==> config.mk <==
export PLATFORM = sky130hd
export DESIGN_NAME = mcce_cause_encoder
export DESIGN_NICKNAME = d
export VERILOG_FILES = /design/src/logic/mcce_pkg.sv /design/src/logic/mcce_stall_if.sv /design/src/logic/mcce_stall_watchdog.sv /design/src/logic/mcce_cause_encoder.sv
export SDC_FILE = /design/constraint.sdc
export NUM_CORES = 1
export LEC_CHECK = 0
export ABC_CLOCK_PERIOD_IN_PS = 1800
export BUFFER_PORTS_ARGS = -buffer_cell sky130_fd_sc_hd__buf_2
export CORE_MARGIN = 3
export CORE_UTILIZATION = 43
export DETAILED_ROUTE_END_ITERATION = 10
export GPL_TIMING_DRIVEN = 0
export PLACE_DENSITY_LB_ADDON = 0.08
export SYNTH_ARGS = -nofsm -noshare
export SYNTH_HDL_FRONTEND = slang
export SYNTH_SLANG_ARGS = --single-unit
export TNS_END_PERCENT = 5
==> constraint.sdc <==
create_clock -name clk_sys_i -period 1.8 [get_ports clk_sys_i]
set_input_delay 0.27 -clock clk_sys_i [delete_from_list [all_inputs] [get_ports clk_sys_i]]
set_output_delay 0.27 -clock clk_sys_i [all_outputs]
set_load 0.005 [all_outputs]
==> src/logic/mcce_pkg.sv <==
// Package for the machine-check cause encoder: cause codes, register map, timing.
// Assumes a single 100 MHz core clock domain.
package mcce_pkg;
  // Cause codes placed in the frame code field
  localparam logic [7:0] MCCE_MM_STATUS_UNKNOWN_CAUSE = 8'h01;
  localparam logic [7:0] MCCE_BAD_IRQ_ID_CAUSE = 8'h02;
  localparam logic [7:0] MCCE_IMPOSSIBLE_DISPATCH_CAUSE = 8'h03;
  localparam logic [7:0] MCCE_STRING_MOVE_STATE_CAUSE = 8'h04;
  localparam logic [7:0] MCCE_ASYNC_FAULT_CAUSE = 8'h05;
  localparam logic [7:0] MCCE_SYNC_FAULT_CAUSE = 8'h06;
  localparam logic [7:0] MCCE_NO_CAUSE = 8'h00;
  // Frame longword field positions
  localparam int MCCE_CODE_LSB = 16;
  localparam int MCCE_CODE_MSB = 23;
  localparam int MCCE_RESTART_SAFE_BIT = 7;
  // String move state encodings
  localparam logic [1:0] MCCE_MOVE_FWD = 2'h0;
  localparam logic [1:0] MCCE_MOVE_BWD = 2'h1;
  localparam logic [1:0] MCCE_MOVE_FILL = 2'h2;
  localparam logic [1:0] MCCE_MOVE_ILLEGAL = 2'h3;
  // Number of legal interrupt ids (0 .. limit-1)
  localparam logic [5:0] MCCE_IRQ_ID_LIMIT = 6'h20;
  // Register byte offsets
  localparam logic [7:0] MCCE_REG_CAUSE = 8'h00;
  localparam logic [7:0] MCCE_REG_STATUS = 8'h04;
  localparam logic [7:0] MCCE_REG_MASK = 8'h08;
  localparam logic [7:0] MCCE_REG_FLAGS = 8'h0c;
  localparam logic [7:0] MCCE_REG_TIMEOUT = 8'h10;
  // Status/mask bit positions
  localparam int MCCE_ST_MCHK = 0;
  localparam int MCCE_ST_TBPAR = 1;
  localparam int MCCE_ST_STALL = 2;
  localparam int MCCE_ST_W = 3;
  // Flags register bit positions
  localparam int MCCE_FL_XLATE_LOCK = 0;
  localparam int MCCE_FL_STALL_TIMEOUT = 1;
  // Reset values
  localparam logic [2:0] MCCE_MASK_RESET = 3'h0;
  // Stall timeout: time in ns and derived cycle count
  localparam int MCCE_CLK_PERIOD_NS = 10;
  localparam int MCCE_STALL_TIMEOUT_NS = 20000;
  localparam int MCCE_STALL_TIMEOUT_CYC = MCCE_STALL_TIMEOUT_NS / MCCE_CLK_PERIOD_NS;
  localparam logic [1:0] MCCE_RESP_OKAY = 2'h0;
  localparam logic [1:0] MCCE_RESP_SLVERR = 2'h2;
endpackage : mcce_pkg

==> src/logic/mcce_stall_if.sv <==
// Interface between the cause encoder and its stall watchdog.
// Assumes both ends share clk_sys_i.
interface mcce_stall_if;
  logic stall_any;
  logic expired;
  modport ctrl (output stall_any, input expired);
  modport dog (input stall_any, output expired);
endinterface : mcce_stall_if

==> src/logic/mcce_stall_watchdog.sv <==
// Stall watchdog: pulses expired after a continuous stall on any of the four stall sources.
// Assumes stall_any is synchronous to clk_sys_i.
module mcce_stall_watchdog
  import mcce_pkg::*;
#(
  parameter int TIMEOUT_CYC = MCCE_STALL_TIMEOUT_CYC
) (
  // Clock and reset
  input wire logic clk_sys_i,
  input wire logic reset_i,
  // Stall link
  mcce_stall_if.dog stall_bus
);
  logic [31:0] count;
  logic [31:0] next_count;
  logic expired_q;
  logic next_expired;

  always_comb begin
    next_count = 32'h0;
    next_expired = 1'b0;
    if (stall_bus.stall_any) begin
      if (count == 32'(TIMEOUT_CYC - 1)) begin
        next_expired = 1'b1;
      end else begin
        next_count = count + 32'h1;
      end
    end
  end

  always_ff @(posedge clk_sys_i) begin
    if (reset_i) begin
      count <= 32'h0;
      expired_q <= 1'b0;
    end else begin
      count <= next_count;
      expired_q <= next_expired;
    end
  end

  assign stall_bus.expired = expired_q;
endmodule : mcce_stall_watchdog

==> src/logic/mcce_cause_encoder.sv <==
// Machine-check cause encoder with AXI4-Lite status/control slave.
// Assumes detection inputs are synchronous to clk_sys_i and microcode
// asserts context qualifiers in the same cycle as the event.
//
// The register offsets and the AXI4-Lite slave port are this design's own decisions.
module mcce_cause_encoder
  import mcce_pkg::*;
#(
  parameter int STALL_TIMEOUT_CYC = MCCE_STALL_TIMEOUT_CYC
) (
  // Clock and reset
  input wire logic clk_sys_i,
  input wire logic reset_i,
  // Memory-management probe
  input wire logic mm_probe_valid_i,
  input wire logic mm_probe_status_known_i,
  input wire logic mm_fault_active_i,
  // Interrupt processing
  input wire logic irq_id_valid_i,
  input wire logic [5:0] interrupt_summary_reg_i,
  input wire logic irq_between_instr_i,
  input wire logic irq_mid_instr_i,
  // Microcode dispatch and string move
  input wire logic impossible_dispatch_i,
  input wire logic string_move_instr_i,
  input wire logic [1:0] string_move_state_i,
  // Hardware errors
  input wire logic async_hw_error_i,
  input wire logic sync_hw_error_i,
  input wire logic xlate_hit_i,
  input wire logic xlate_tag_parity_err_i,
  input wire logic xlate_pte_parity_err_i,
  // Stalls
  input wire logic exec_stage_three_stall_i,
  input wire logic exec_stage_four_stall_i,
  input wire logic field_queue_stall_i,
  input wire logic instr_queue_stall_i,
  // Architectural state tracking
  input wire logic instr_start_i,
  input wire logic arch_state_write_i,
  // Frame outputs
  output logic mchk_o,
  output logic microtrap_o,
  output logic [7:0] mchk_code_o,
  output logic [31:0] frame_word1_o,
  output logic irq_o,
  // AXI4-Lite slave
  input wire logic [7:0] s_axi_awaddr_i,
  input wire logic s_axi_awvalid_i,
  output logic s_axi_awready_o,
  input wire logic [31:0] s_axi_wdata_i,
  input wire logic [3:0] s_axi_wstrb_i,
  input wire logic s_axi_wvalid_i,
  output logic s_axi_wready_o,
  output logic [1:0] s_axi_bresp_o,
  output logic s_axi_bvalid_o,
  input wire logic s_axi_bready_i,
  input wire logic [7:0] s_axi_araddr_i,
  input wire logic s_axi_arvalid_i,
  output logic s_axi_arready_o,
  output logic [31:0] s_axi_rdata_o,
  output logic [1:0] s_axi_rresp_o,
  output logic s_axi_rvalid_o,
  input wire logic s_axi_rready_i
);
  function automatic logic reg_known(input logic [7:0] addr);
    reg_known = (addr == MCCE_REG_CAUSE) || (addr == MCCE_REG_STATUS) ||
                (addr == MCCE_REG_MASK) || (addr == MCCE_REG_FLAGS) ||
                (addr == MCCE_REG_TIMEOUT);
  endfunction : reg_known

  mcce_stall_if stall_bus ();

  mcce_stall_watchdog #(
    .TIMEOUT_CYC(STALL_TIMEOUT_CYC)
  ) u_watchdog (
    .clk_sys_i(clk_sys_i),
    .reset_i(reset_i),
    .stall_bus(stall_bus)
  );

  assign stall_bus.stall_any = exec_stage_three_stall_i | exec_stage_four_stall_i |
                               field_queue_stall_i | instr_queue_stall_i;

  // Detection
  logic det_mm;
  logic det_irq;
  logic det_move;
  logic det_tbpar;
  logic [7:0] det_code;
  logic det_any;

  always_comb begin
    det_mm = mm_probe_valid_i & ~mm_probe_status_known_i & mm_fault_active_i;
    det_irq = irq_id_valid_i & (irq_between_instr_i | irq_mid_instr_i) &
              (interrupt_summary_reg_i >= MCCE_IRQ_ID_LIMIT);
    det_move = string_move_instr_i & (string_move_state_i == MCCE_MOVE_ILLEGAL);
    det_tbpar = xlate_hit_i & (xlate_tag_parity_err_i | xlate_pte_parity_err_i);
    det_code = MCCE_NO_CAUSE;
    // Async faults win: they interrupt microcode wherever it stands
    if (async_hw_error_i | det_tbpar | stall_bus.expired) begin
      det_code = MCCE_ASYNC_FAULT_CAUSE;
    end else if (sync_hw_error_i) begin
      det_code = MCCE_SYNC_FAULT_CAUSE;
    end else if (det_mm) begin
      det_code = MCCE_MM_STATUS_UNKNOWN_CAUSE;
    end else if (det_irq) begin
      det_code = MCCE_BAD_IRQ_ID_CAUSE;
    end else if (impossible_dispatch_i) begin
      det_code = MCCE_IMPOSSIBLE_DISPATCH_CAUSE;
    end else if (det_move) begin
      det_code = MCCE_STRING_MOVE_STATE_CAUSE;
    end
    det_any = (det_code != MCCE_NO_CAUSE);
  end

  // Frame state, flags and interrupt status
  logic [7:0] code;
  logic mchk_q;
  logic trap_q;
  logic state_clean;
  logic restart_safe;
  logic xlate_lock;
  logic stall_timeout_flag;
  logic [2:0] status;
  logic [2:0] mask;
  logic [7:0] next_code;
  logic next_mchk_q;
  logic next_trap_q;
  logic next_state_clean;
  logic next_restart_safe;
  logic next_xlate_lock;
  logic next_stall_timeout_flag;
  logic [2:0] next_status;
  logic [2:0] next_mask;
  logic [2:0] events;

  // AXI state
  typedef enum logic [2:0] {
    MCCE_W_IDLE = 3'b001,
    MCCE_W_HAVE = 3'b010,
    MCCE_W_RESP = 3'b100
  } mcce_wstate_t;
  mcce_wstate_t wstate;
  mcce_wstate_t next_wstate;
  logic aw_held;
  logic w_held;
  logic [7:0] aw_addr;
  logic [31:0] w_data;
  logic [3:0] w_strb;
  logic next_aw_held;
  logic next_w_held;
  logic [7:0] next_aw_addr;
  logic [31:0] next_w_data;
  logic [3:0] next_w_strb;
  logic [1:0] bresp;
  logic [1:0] next_bresp;
  logic rvalid;
  logic next_rvalid;
  logic [31:0] rdata;
  logic [31:0] next_rdata;
  logic [1:0] rresp;
  logic [1:0] next_rresp;
  logic wr_fire;

  assign wr_fire = (wstate == MCCE_W_HAVE);

  always_comb begin
    events = '0;
    events[MCCE_ST_MCHK] = det_any;
    events[MCCE_ST_TBPAR] = det_tbpar;
    events[MCCE_ST_STALL] = stall_bus.expired;
    next_code = code;
    next_mchk_q = det_any;
    next_trap_q = det_tbpar;
    next_state_clean = state_clean;
    next_restart_safe = restart_safe;
    next_xlate_lock = xlate_lock;
    next_stall_timeout_flag = stall_timeout_flag;
    next_status = status;
    next_mask = mask;
    if (instr_start_i) begin
      next_state_clean = ~arch_state_write_i;
    end else if (arch_state_write_i) begin
      next_state_clean = 1'b0;
    end
    if (det_any) begin
      next_code = det_code;
      next_restart_safe = state_clean & ~arch_state_write_i;
    end
    if (wr_fire && w_strb[0]) begin
      if (aw_addr == MCCE_REG_STATUS) begin
        next_status = status & ~w_data[2:0];
      end
      if (aw_addr == MCCE_REG_MASK) begin
        next_mask = w_data[2:0];
      end
      if (aw_addr == MCCE_REG_FLAGS) begin
        if (w_data[MCCE_FL_XLATE_LOCK]) begin
          next_xlate_lock = 1'b0;
        end
        if (w_data[MCCE_FL_STALL_TIMEOUT]) begin
          next_stall_timeout_flag = 1'b0;
        end
      end
    end
    // Set wins over a clear in the same cycle
    next_status = next_status | events;
    if (det_tbpar) begin
      next_xlate_lock = 1'b1;
    end
    if (stall_bus.expired) begin
      next_stall_timeout_flag = 1'b1;
    end
  end

  always_ff @(posedge clk_sys_i) begin
    if (reset_i) begin
      code <= MCCE_NO_CAUSE;
      mchk_q <= 1'b0;
      trap_q <= 1'b0;
      state_clean <= 1'b1;
      restart_safe <= 1'b0;
      xlate_lock <= 1'b0;
      stall_timeout_flag <= 1'b0;
      status <= 3'h0;
      mask <= MCCE_MASK_RESET;
    end else begin
      code <= next_code;
      mchk_q <= next_mchk_q;
      trap_q <= next_trap_q;
      state_clean <= next_state_clean;
      restart_safe <= next_restart_safe;
      xlate_lock <= next_xlate_lock;
      stall_timeout_flag <= next_stall_timeout_flag;
      status <= next_status;
      mask <= next_mask;
    end
  end

  // Write channel: address and data accepted in either order
  always_comb begin
    next_wstate = wstate;
    next_aw_held = aw_held;
    next_w_held = w_held;
    next_aw_addr = aw_addr;
    next_w_data = w_data;
    next_w_strb = w_strb;
    next_bresp = bresp;
    case (wstate)
      MCCE_W_IDLE: begin
        if (s_axi_awvalid_i && !aw_held) begin
          next_aw_held = 1'b1;
          next_aw_addr = s_axi_awaddr_i;
        end
        if (s_axi_wvalid_i && !w_held) begin
          next_w_held = 1'b1;
          next_w_data = s_axi_wdata_i;
          next_w_strb = s_axi_wstrb_i;
        end
        if (next_aw_held && next_w_held) begin
          next_wstate = MCCE_W_HAVE;
        end
      end
      MCCE_W_HAVE: begin
        next_bresp = reg_known(aw_addr) ? MCCE_RESP_OKAY : MCCE_RESP_SLVERR;
        next_aw_held = 1'b0;
        next_w_held = 1'b0;
        next_wstate = MCCE_W_RESP;
      end
      MCCE_W_RESP: begin
        if (s_axi_bready_i) begin
          next_wstate = MCCE_W_IDLE;
        end
      end
      default: begin
        next_wstate = MCCE_W_IDLE;
      end
    endcase
  end

  // Read channel
  always_comb begin
    next_rvalid = rvalid;
    next_rdata = rdata;
    next_rresp = rresp;
    if (rvalid) begin
      if (s_axi_rready_i) begin
        next_rvalid = 1'b0;
      end
    end else if (s_axi_arvalid_i) begin
      next_rvalid = 1'b1;
      next_rresp = reg_known(s_axi_araddr_i) ? MCCE_RESP_OKAY : MCCE_RESP_SLVERR;
      case (s_axi_araddr_i)
        MCCE_REG_CAUSE: next_rdata = frame_word1_o;
        MCCE_REG_STATUS: next_rdata = {29'h0, status};
        MCCE_REG_MASK: next_rdata = {29'h0, mask};
        MCCE_REG_FLAGS: next_rdata = {30'h0, stall_timeout_flag, xlate_lock};
        MCCE_REG_TIMEOUT: next_rdata = 32'(STALL_TIMEOUT_CYC);
        default: next_rdata = 32'h0;
      endcase
    end
  end

  always_ff @(posedge clk_sys_i) begin
    if (reset_i) begin
      wstate <= MCCE_W_IDLE;
      aw_held <= 1'b0;
      w_held <= 1'b0;
      aw_addr <= 8'h0;
      w_data <= 32'h0;
      w_strb <= 4'h0;
      bresp <= MCCE_RESP_OKAY;
      rvalid <= 1'b0;
      rdata <= 32'h0;
      rresp <= MCCE_RESP_OKAY;
    end else begin
      wstate <= next_wstate;
      aw_held <= next_aw_held;
      w_held <= next_w_held;
      aw_addr <= next_aw_addr;
      w_data <= next_w_data;
      w_strb <= next_w_strb;
      bresp <= next_bresp;
      rvalid <= next_rvalid;
      rdata <= next_rdata;
      rresp <= next_rresp;
    end
  end

  always_comb begin
    frame_word1_o = 32'h0;
    frame_word1_o[MCCE_CODE_MSB:MCCE_CODE_LSB] = code;
    frame_word1_o[MCCE_RESTART_SAFE_BIT] = restart_safe;
  end

  assign mchk_o = mchk_q;
  assign microtrap_o = trap_q;
  assign mchk_code_o = code;
  assign irq_o = |(status & mask);
  assign s_axi_awready_o = (wstate == MCCE_W_IDLE) && !aw_held;
  assign s_axi_wready_o = (wstate == MCCE_W_IDLE) && !w_held;
  assign s_axi_bvalid_o = (wstate == MCCE_W_RESP);
  assign s_axi_bresp_o = bresp;
  assign s_axi_arready_o = !rvalid;
  assign s_axi_rvalid_o = rvalid;
  assign s_axi_rdata_o = rdata;
  assign s_axi_rresp_o = rresp;
endmodule : mcce_cause_encoder

==> out/qor.yml, run 1 <==
outcome:
  status: "finished, violations left"
  violations: "setup timing"
grt:
  grt_pass1_vias: 3353
  grt_pass1_wl_mm: 15.9
  grtUsageTotal_pct: 19.0
  antenna_found_initial: 0
  grt_max_degree: 15
  grt_overflow: 0
routing:
  vias: 3738
  wl_per_cell_microns: 13.2
  viasPerCell: 5.10
  drt_wl_total_mm: 9.66
  drt-initial-drc-count: 124
  antenna_left: 0
  drt_pre_antenna_iters: 4
  drc: 0
place:
  io_buffers: 76
  gp_congestion: 0.838
  hpwl_mm: 7.44
clocking:
  cts-hold-fix-buffers: 0
  htree_levels: 3
  clk_pin_slew_ns: 0.08
  clkSinkCount: 76
  cts_root_buffer: "clkbuf_8"
  cts_tree: "built"
  cts-buffers-inserted: 9
  insertion_delay_ns: 0.36
  clockBufferDepth: 2
synth:
  ys_types: 54
  synthTopCellsByCount: "dfxtp_1, buf_4, a21oi_1"
  synth-main-ff-cell: "dfxtp_1"
  ys_ff_latch: 76
  synthArstFlopShare_pct: 0
  synth_top_area_share_pct: 38.6
  ys_top_cells_by_area: "dfxtp_1, buf_4, a21oi_1"
  synth_edf_count: 0
  yosys_warnings: 0
  yosys.cell_count.top_type: "dfxtp_1"
  synth_area_sq_mm: 0.00394
  synth_seq_area_share_pct: 38.6
  synth_cells: 474
  synth.largest_area_cell: "dfxtp_1"
  synth.avg_cell_area_sq_um: 8.32
sta:
  finalHoldViolations: 0
  setup_viol: 4
  tns_ns: -0.0716
  fin_ws_ns: -0.0256
  max_freq_mhz: 548
  finalMaxSlewViolations: 0
  fin_crit_sh_pct: 101
  tightest_slew_ns: 0.681
  skew_ns: 0.0132
  rsz0062_at_grt: "yes"
  max-slew-margin-rel_pct: 53.9
  fin_crit_ns: 1.83
layout:
  layout.nets: 707
  fill_cells: 840
  n_antenna_cell: 0
  drive_gt1_share_pct: 33.3
  syn_to_final_growth_pct: 29.1
floorplanning:
  die-width_microns: 102
  dieArea_sq_mm: 0.0104
  io_pins: 170
  rows: 34
  core_sq_mm: 0.00881
  die_y_microns: 102
  start_util_pct: 44.8
power_and_ir_drop:
  cellLeakagePower_nw: 2.20
  powerDensity_mw_per_mm2: 720
  finalPower_mw: 3.66
  vdd_drop_max_v: 0.000534
setup_path:
  start_kind: "flip-flop"
  end_kind: "flip-flop"
  rr_worst_depth: 4
  cp.arrival_ns: 2.11
  crit_fanout: 8
  required_ns: 2.08
  path_class: "flip-flop to flip-flop"
flow_run:
  max_cap_violations: 0
worst_hold_path:
  hold_path.class: "input port to flip-flop"
  min_path_cells: 2
## worst max-delay path, stage by stage (launching register included)
cell	delay [ns]
dfxtp_4	0.38
nand4_4	0.15
or4_4	0.59
or4_1	0.51
a21oi_2	0.13
## metrics by stage
stage / cell area, sq um / hold slack (ns) / setup WS [ns] / cells / util [%]
floorplan: 4180 / 0.381 / 0.0134 / 528 / -
global placement: 4690 / 0.447 / -0.569 / 712 / 53.3
detailed placement: 4690 / 0.454 / -0.530 / 712 / 53.3
CTS: 4990 / 0.135 / -0.0935 / 730 / 56.7
global route: 5090 / 0.146 / -0.127 / 733 / 57.8
finish: 5090 / 0.149 / -0.0256 / 733 / 57.8
## cell usage in the layout (no fill, tap or decap), types with 7 or more instances in the layout
cell,instances
or4_1,13
o31ai_1,10
a22oi_1,8
conb_1,55
dfxtp_2,11
a21oi_1,39
inv_1,7
buf_2,76
nand2_1,30
or3_1,9
nand4_1,19
nand3_1,26
clkbuf_8,10
buf_4,71
dfxtp_1,62
o21ai_0,20
nor2_1,38
## cells by family after synthesis
family / Yosys count / synth area share [%]
AND/OR/NAND/NOR: 195 / 27.8
AO/OA/AOI/OAI: 99 / 15.2
buffers and inverters: 86 / 14.2
flip-flops: 76 / 38.6
XOR/XNOR: 10 / 2.22
multiplexers: 6 / 1.59
adder cells (fa/ha/maj): 1 / 0.317
other: 1 / 0.0951
## what timing repair did
action	4_1_cts	5_1_grt
hold endpoints to repair	0	0
pin swaps	4	5
buffers inserted	3	3
setup endpoints to repair	43	43
resized for setup	25	31
cloned	0	0
## final cells by class
type / instances / area (sq um) / share of cell area (%)
Timing Repair Buffer: 82 / 425 / 8.36
Buffer: 78 / 566 / 11.1
Multi-Input combinational cell: 366 / 2180 / 42.9
Inverter: 7 / 26.3 / 0.516
Clock buffer: 10 / 138 / 2.70
Tap cell: 108 / 135 / 2.65
Sequential cell: 76 / 1550 / 30.4
Clock inverter: 6 / 70.1 / 1.38
## state kept, by name, indices dropped and copies added (netlist names), 3 cells and up
register	cells
mchk_code_o	3
s_axi_rdata_o	8
status	3
mask	3
wstate	3
w_data	3
aw_addr	8
u_watchdog.count	32
## metal layers
metal,global-route usage [%],up-vias,wire (microns)
li1,-,1908,-
met4,6.24,0,187
met3,5.03,16,574
met2,32.0,93,4730
met1,23.6,1721,4160
met5,0,-,0
## path summary, 6_finish.rpt
| path | startpoint | to | slack, ns |
|---|---|---|---|
| max | u_watchdog.count[7] | u_watchdog.count[30] | -0.03 |
| max reg2reg | u_watchdog.count[7] | u_watchdog.count[30] | -0.03 |
| min reg2reg | u_watchdog.count[0] | u_watchdog.count[0] | 0.45 |
| min | arch_state_write_i | state_clean | 0.15 |
## power by group
group,switching (mW),internal [mW]
Combinational,0.247,0.266
Sequential,0.0650,1.74
Clock,0.657,0.690
Total,0.968,2.70
Note: power is estimated with default switching activity, not from simulation.
==> run 2, diff against run 1 <==
--- a/config.mk
+++ b/config.mk
@@ -12,6 +12,7 @@
 export DETAILED_ROUTE_END_ITERATION = 10
 export GPL_TIMING_DRIVEN = 0
 export PLACE_DENSITY_LB_ADDON = 0.08
+export SKIP_LAST_GASP = 1
 export SYNTH_ARGS = -nofsm -noshare
 export SYNTH_HDL_FRONTEND = slang
 export SYNTH_SLANG_ARGS = --single-unit
==> out/qor.yml, run 2 (synthesis gave the netlist of run 1 again) <==
outcome:
  status: "finished, violations left"
  violations: "setup timing"
power_and_ir_drop:
  powerDensity_mw_per_mm2: 727
  vdd_drop_max_v: 0.000539
  finalPower_mw: 3.66
  cellLeakagePower_nw: 2.18
routing:
  viasPerCell: 5.12
  vias: 3748
  drc: 0
  antenna_left: 0
  drt_pre_antenna_iters: 4
  drt-initial-drc-count: 112
  wl_per_cell_microns: 13.4
  drt_wl_total_mm: 9.80
place:
  io_buffers: 76
  gp_congestion: 0.838
  hpwl_mm: 7.44
  pre_cts_slack_ns: -0.530
  postPlaceCellArea_sq_mm: 0.00469
setup_path:
  crit_chain: "nand3_1 -> or4_1 -> buf_2 -> o31a_1 -> o21ba_2"
  end_kind: "flip-flop"
  path_class: "flip-flop to flip-flop"
  cp.arrival_ns: 2.14
  path_delay_family: "simple AND/OR/NAND/NOR gates"
  crit_fanout: 7
  slowest_delay_ns: 0.56
  cp_slowest_cell: "or4_1"
  crit_buf_inv: 1
  required_ns: 2.05
  start_kind: "flip-flop"
sta:
  max-slew-margin-rel_pct: 53.9
  tightest_slew_ns: 0.681
  fin_crit_sh_pct: 105
  setup_viol: 8
  finalMaxSlewViolations: 0
  skew_ns: 0.0132
  max_freq_mhz: 527
  fin_crit_ns: 1.90
  rsz0062_at_grt: "yes"
  finalHoldViolations: 0
  fin_ws_ns: -0.0981
grt:
  grt_max_degree: 15
  antenna_found_initial: 0
  grt_overflow: 0
  grt_pass1_wl_mm: 15.9
  grtUsageTotal_pct: 19.0
  grt_pass1_vias: 3356
layout:
  postLayoutCellArea_sq_mm: 0.00504
  n_antenna_cell: 0
  fill_cells: 839
  top_register: "u_watchdog.count"
  largest_reg_flops: 32
  syn_to_final_growth_pct: 27.8
  drive_gt1_share_pct: 32.1
  mostFrequentLayoutCells: "buf_2, buf_4, dfxtp_1, conb_1, a21oi_1"
  mostFrequentLayoutCell: "buf_2"
  layout.nets: 706
worst_hold_path:
  hold_path.class: "input port to flip-flop"
floorplanning:
  core_sq_mm: 0.00881
  io_pins: 170
  dieArea_sq_mm: 0.0104
  start_util_pct: 44.8
  die-width_microns: 102
  rows: 34
  die_y_microns: 102
clocking:
  cts-buffers-inserted: 9
  htree_levels: 3
  cts_tree: "built"
  clk_pin_slew_ns: 0.08
  cts_root_buffer: "clkbuf_8"
  clkSinkCount: 76
  clockBufferDepth: 2
  insertion_delay_ns: 0.36
flow_run:
  max_cap_violations: 0
==> run 2: power by group <==
part	leakage [nW]	internal (mW)	switching, mW
Combinational	1.45	0.262	0.239
Clock	0.107	0.690	0.659
Sequential	0.626	1.74	0.0718
==> run 2: cell type report <==
type / count / area [sq um] / area share [%]
flip-flops and latches: 76 / 1540 / 30.6
multi-input cells: 366 / 2160 / 42.9
repair buffers: 82 / 425 / 8.44
clock inverters: 6 / 70.1 / 1.39
well taps: 108 / 135 / 2.68
inverters: 7 / 26.3 / 0.521
plain buffers: 77 / 537 / 10.7
clock buffers: 10 / 138 / 2.73
==> run 2: routing by layer <==
| layer | routed length, microns | vias up | GRT usage [%] | part of all wire (%) |
|---|---|---|---|---|
| met4 | 192 | 0 | 6.03 | 2.0 |
| met2 | 4800 | 98 | 32.0 | 49 |
| met3 | 563 | 18 | 4.96 | 5.7 |
| li1 | - | 1901 | - | - |
| met1 | 4250 | 1731 | 23.6 | 43 |
| met5 | 0 | - | 0 | 0 |
==> run 2: final timing paths <==
path / from / end / slack [ns] / cells after the start
worst min-delay path: arch_state_write_i / state_clean / 0.15 / 2
worst min register to register: u_watchdog.count[0] / u_watchdog.count[0] / 0.47 / 1
worst max-delay path: u_watchdog.count[12] / u_watchdog.count[20] / -0.1 / 5
worst max register to register: u_watchdog.count[12] / u_watchdog.count[20] / -0.1 / 5
==> run 2: worst register-to-register path, cell delays in order, from the launching register on <==
cell,delay (ns)
dfxtp_1,0.44
nand3_1,0.13
or4_1,0.56
buf_2,0.18
o31a_1,0.28
o21ba_2,0.20
==> run 2: timing repair <==
action / 4_1_cts / 5_1_grt
pin swaps: 1 / 3
gates resized for setup: 18 / 16
hold buffers: 0 / 0
endpoints found under the setup margin: 43 / 49
setup buffers: 3 / 3
==> run 2: stage by stage <==
step	TNS, ns	hold slack [ns]	instances	util, %
floorplan	0	0.381	528	-
global placement	-13.67	0.447	712	53.3
detailed placement	-13.20	0.454	712	53.3
CTS	-0.592	0.135	730	56.6
global route	-2.71	0.146	732	57.2
finish	-0.312	0.147	732	57.2
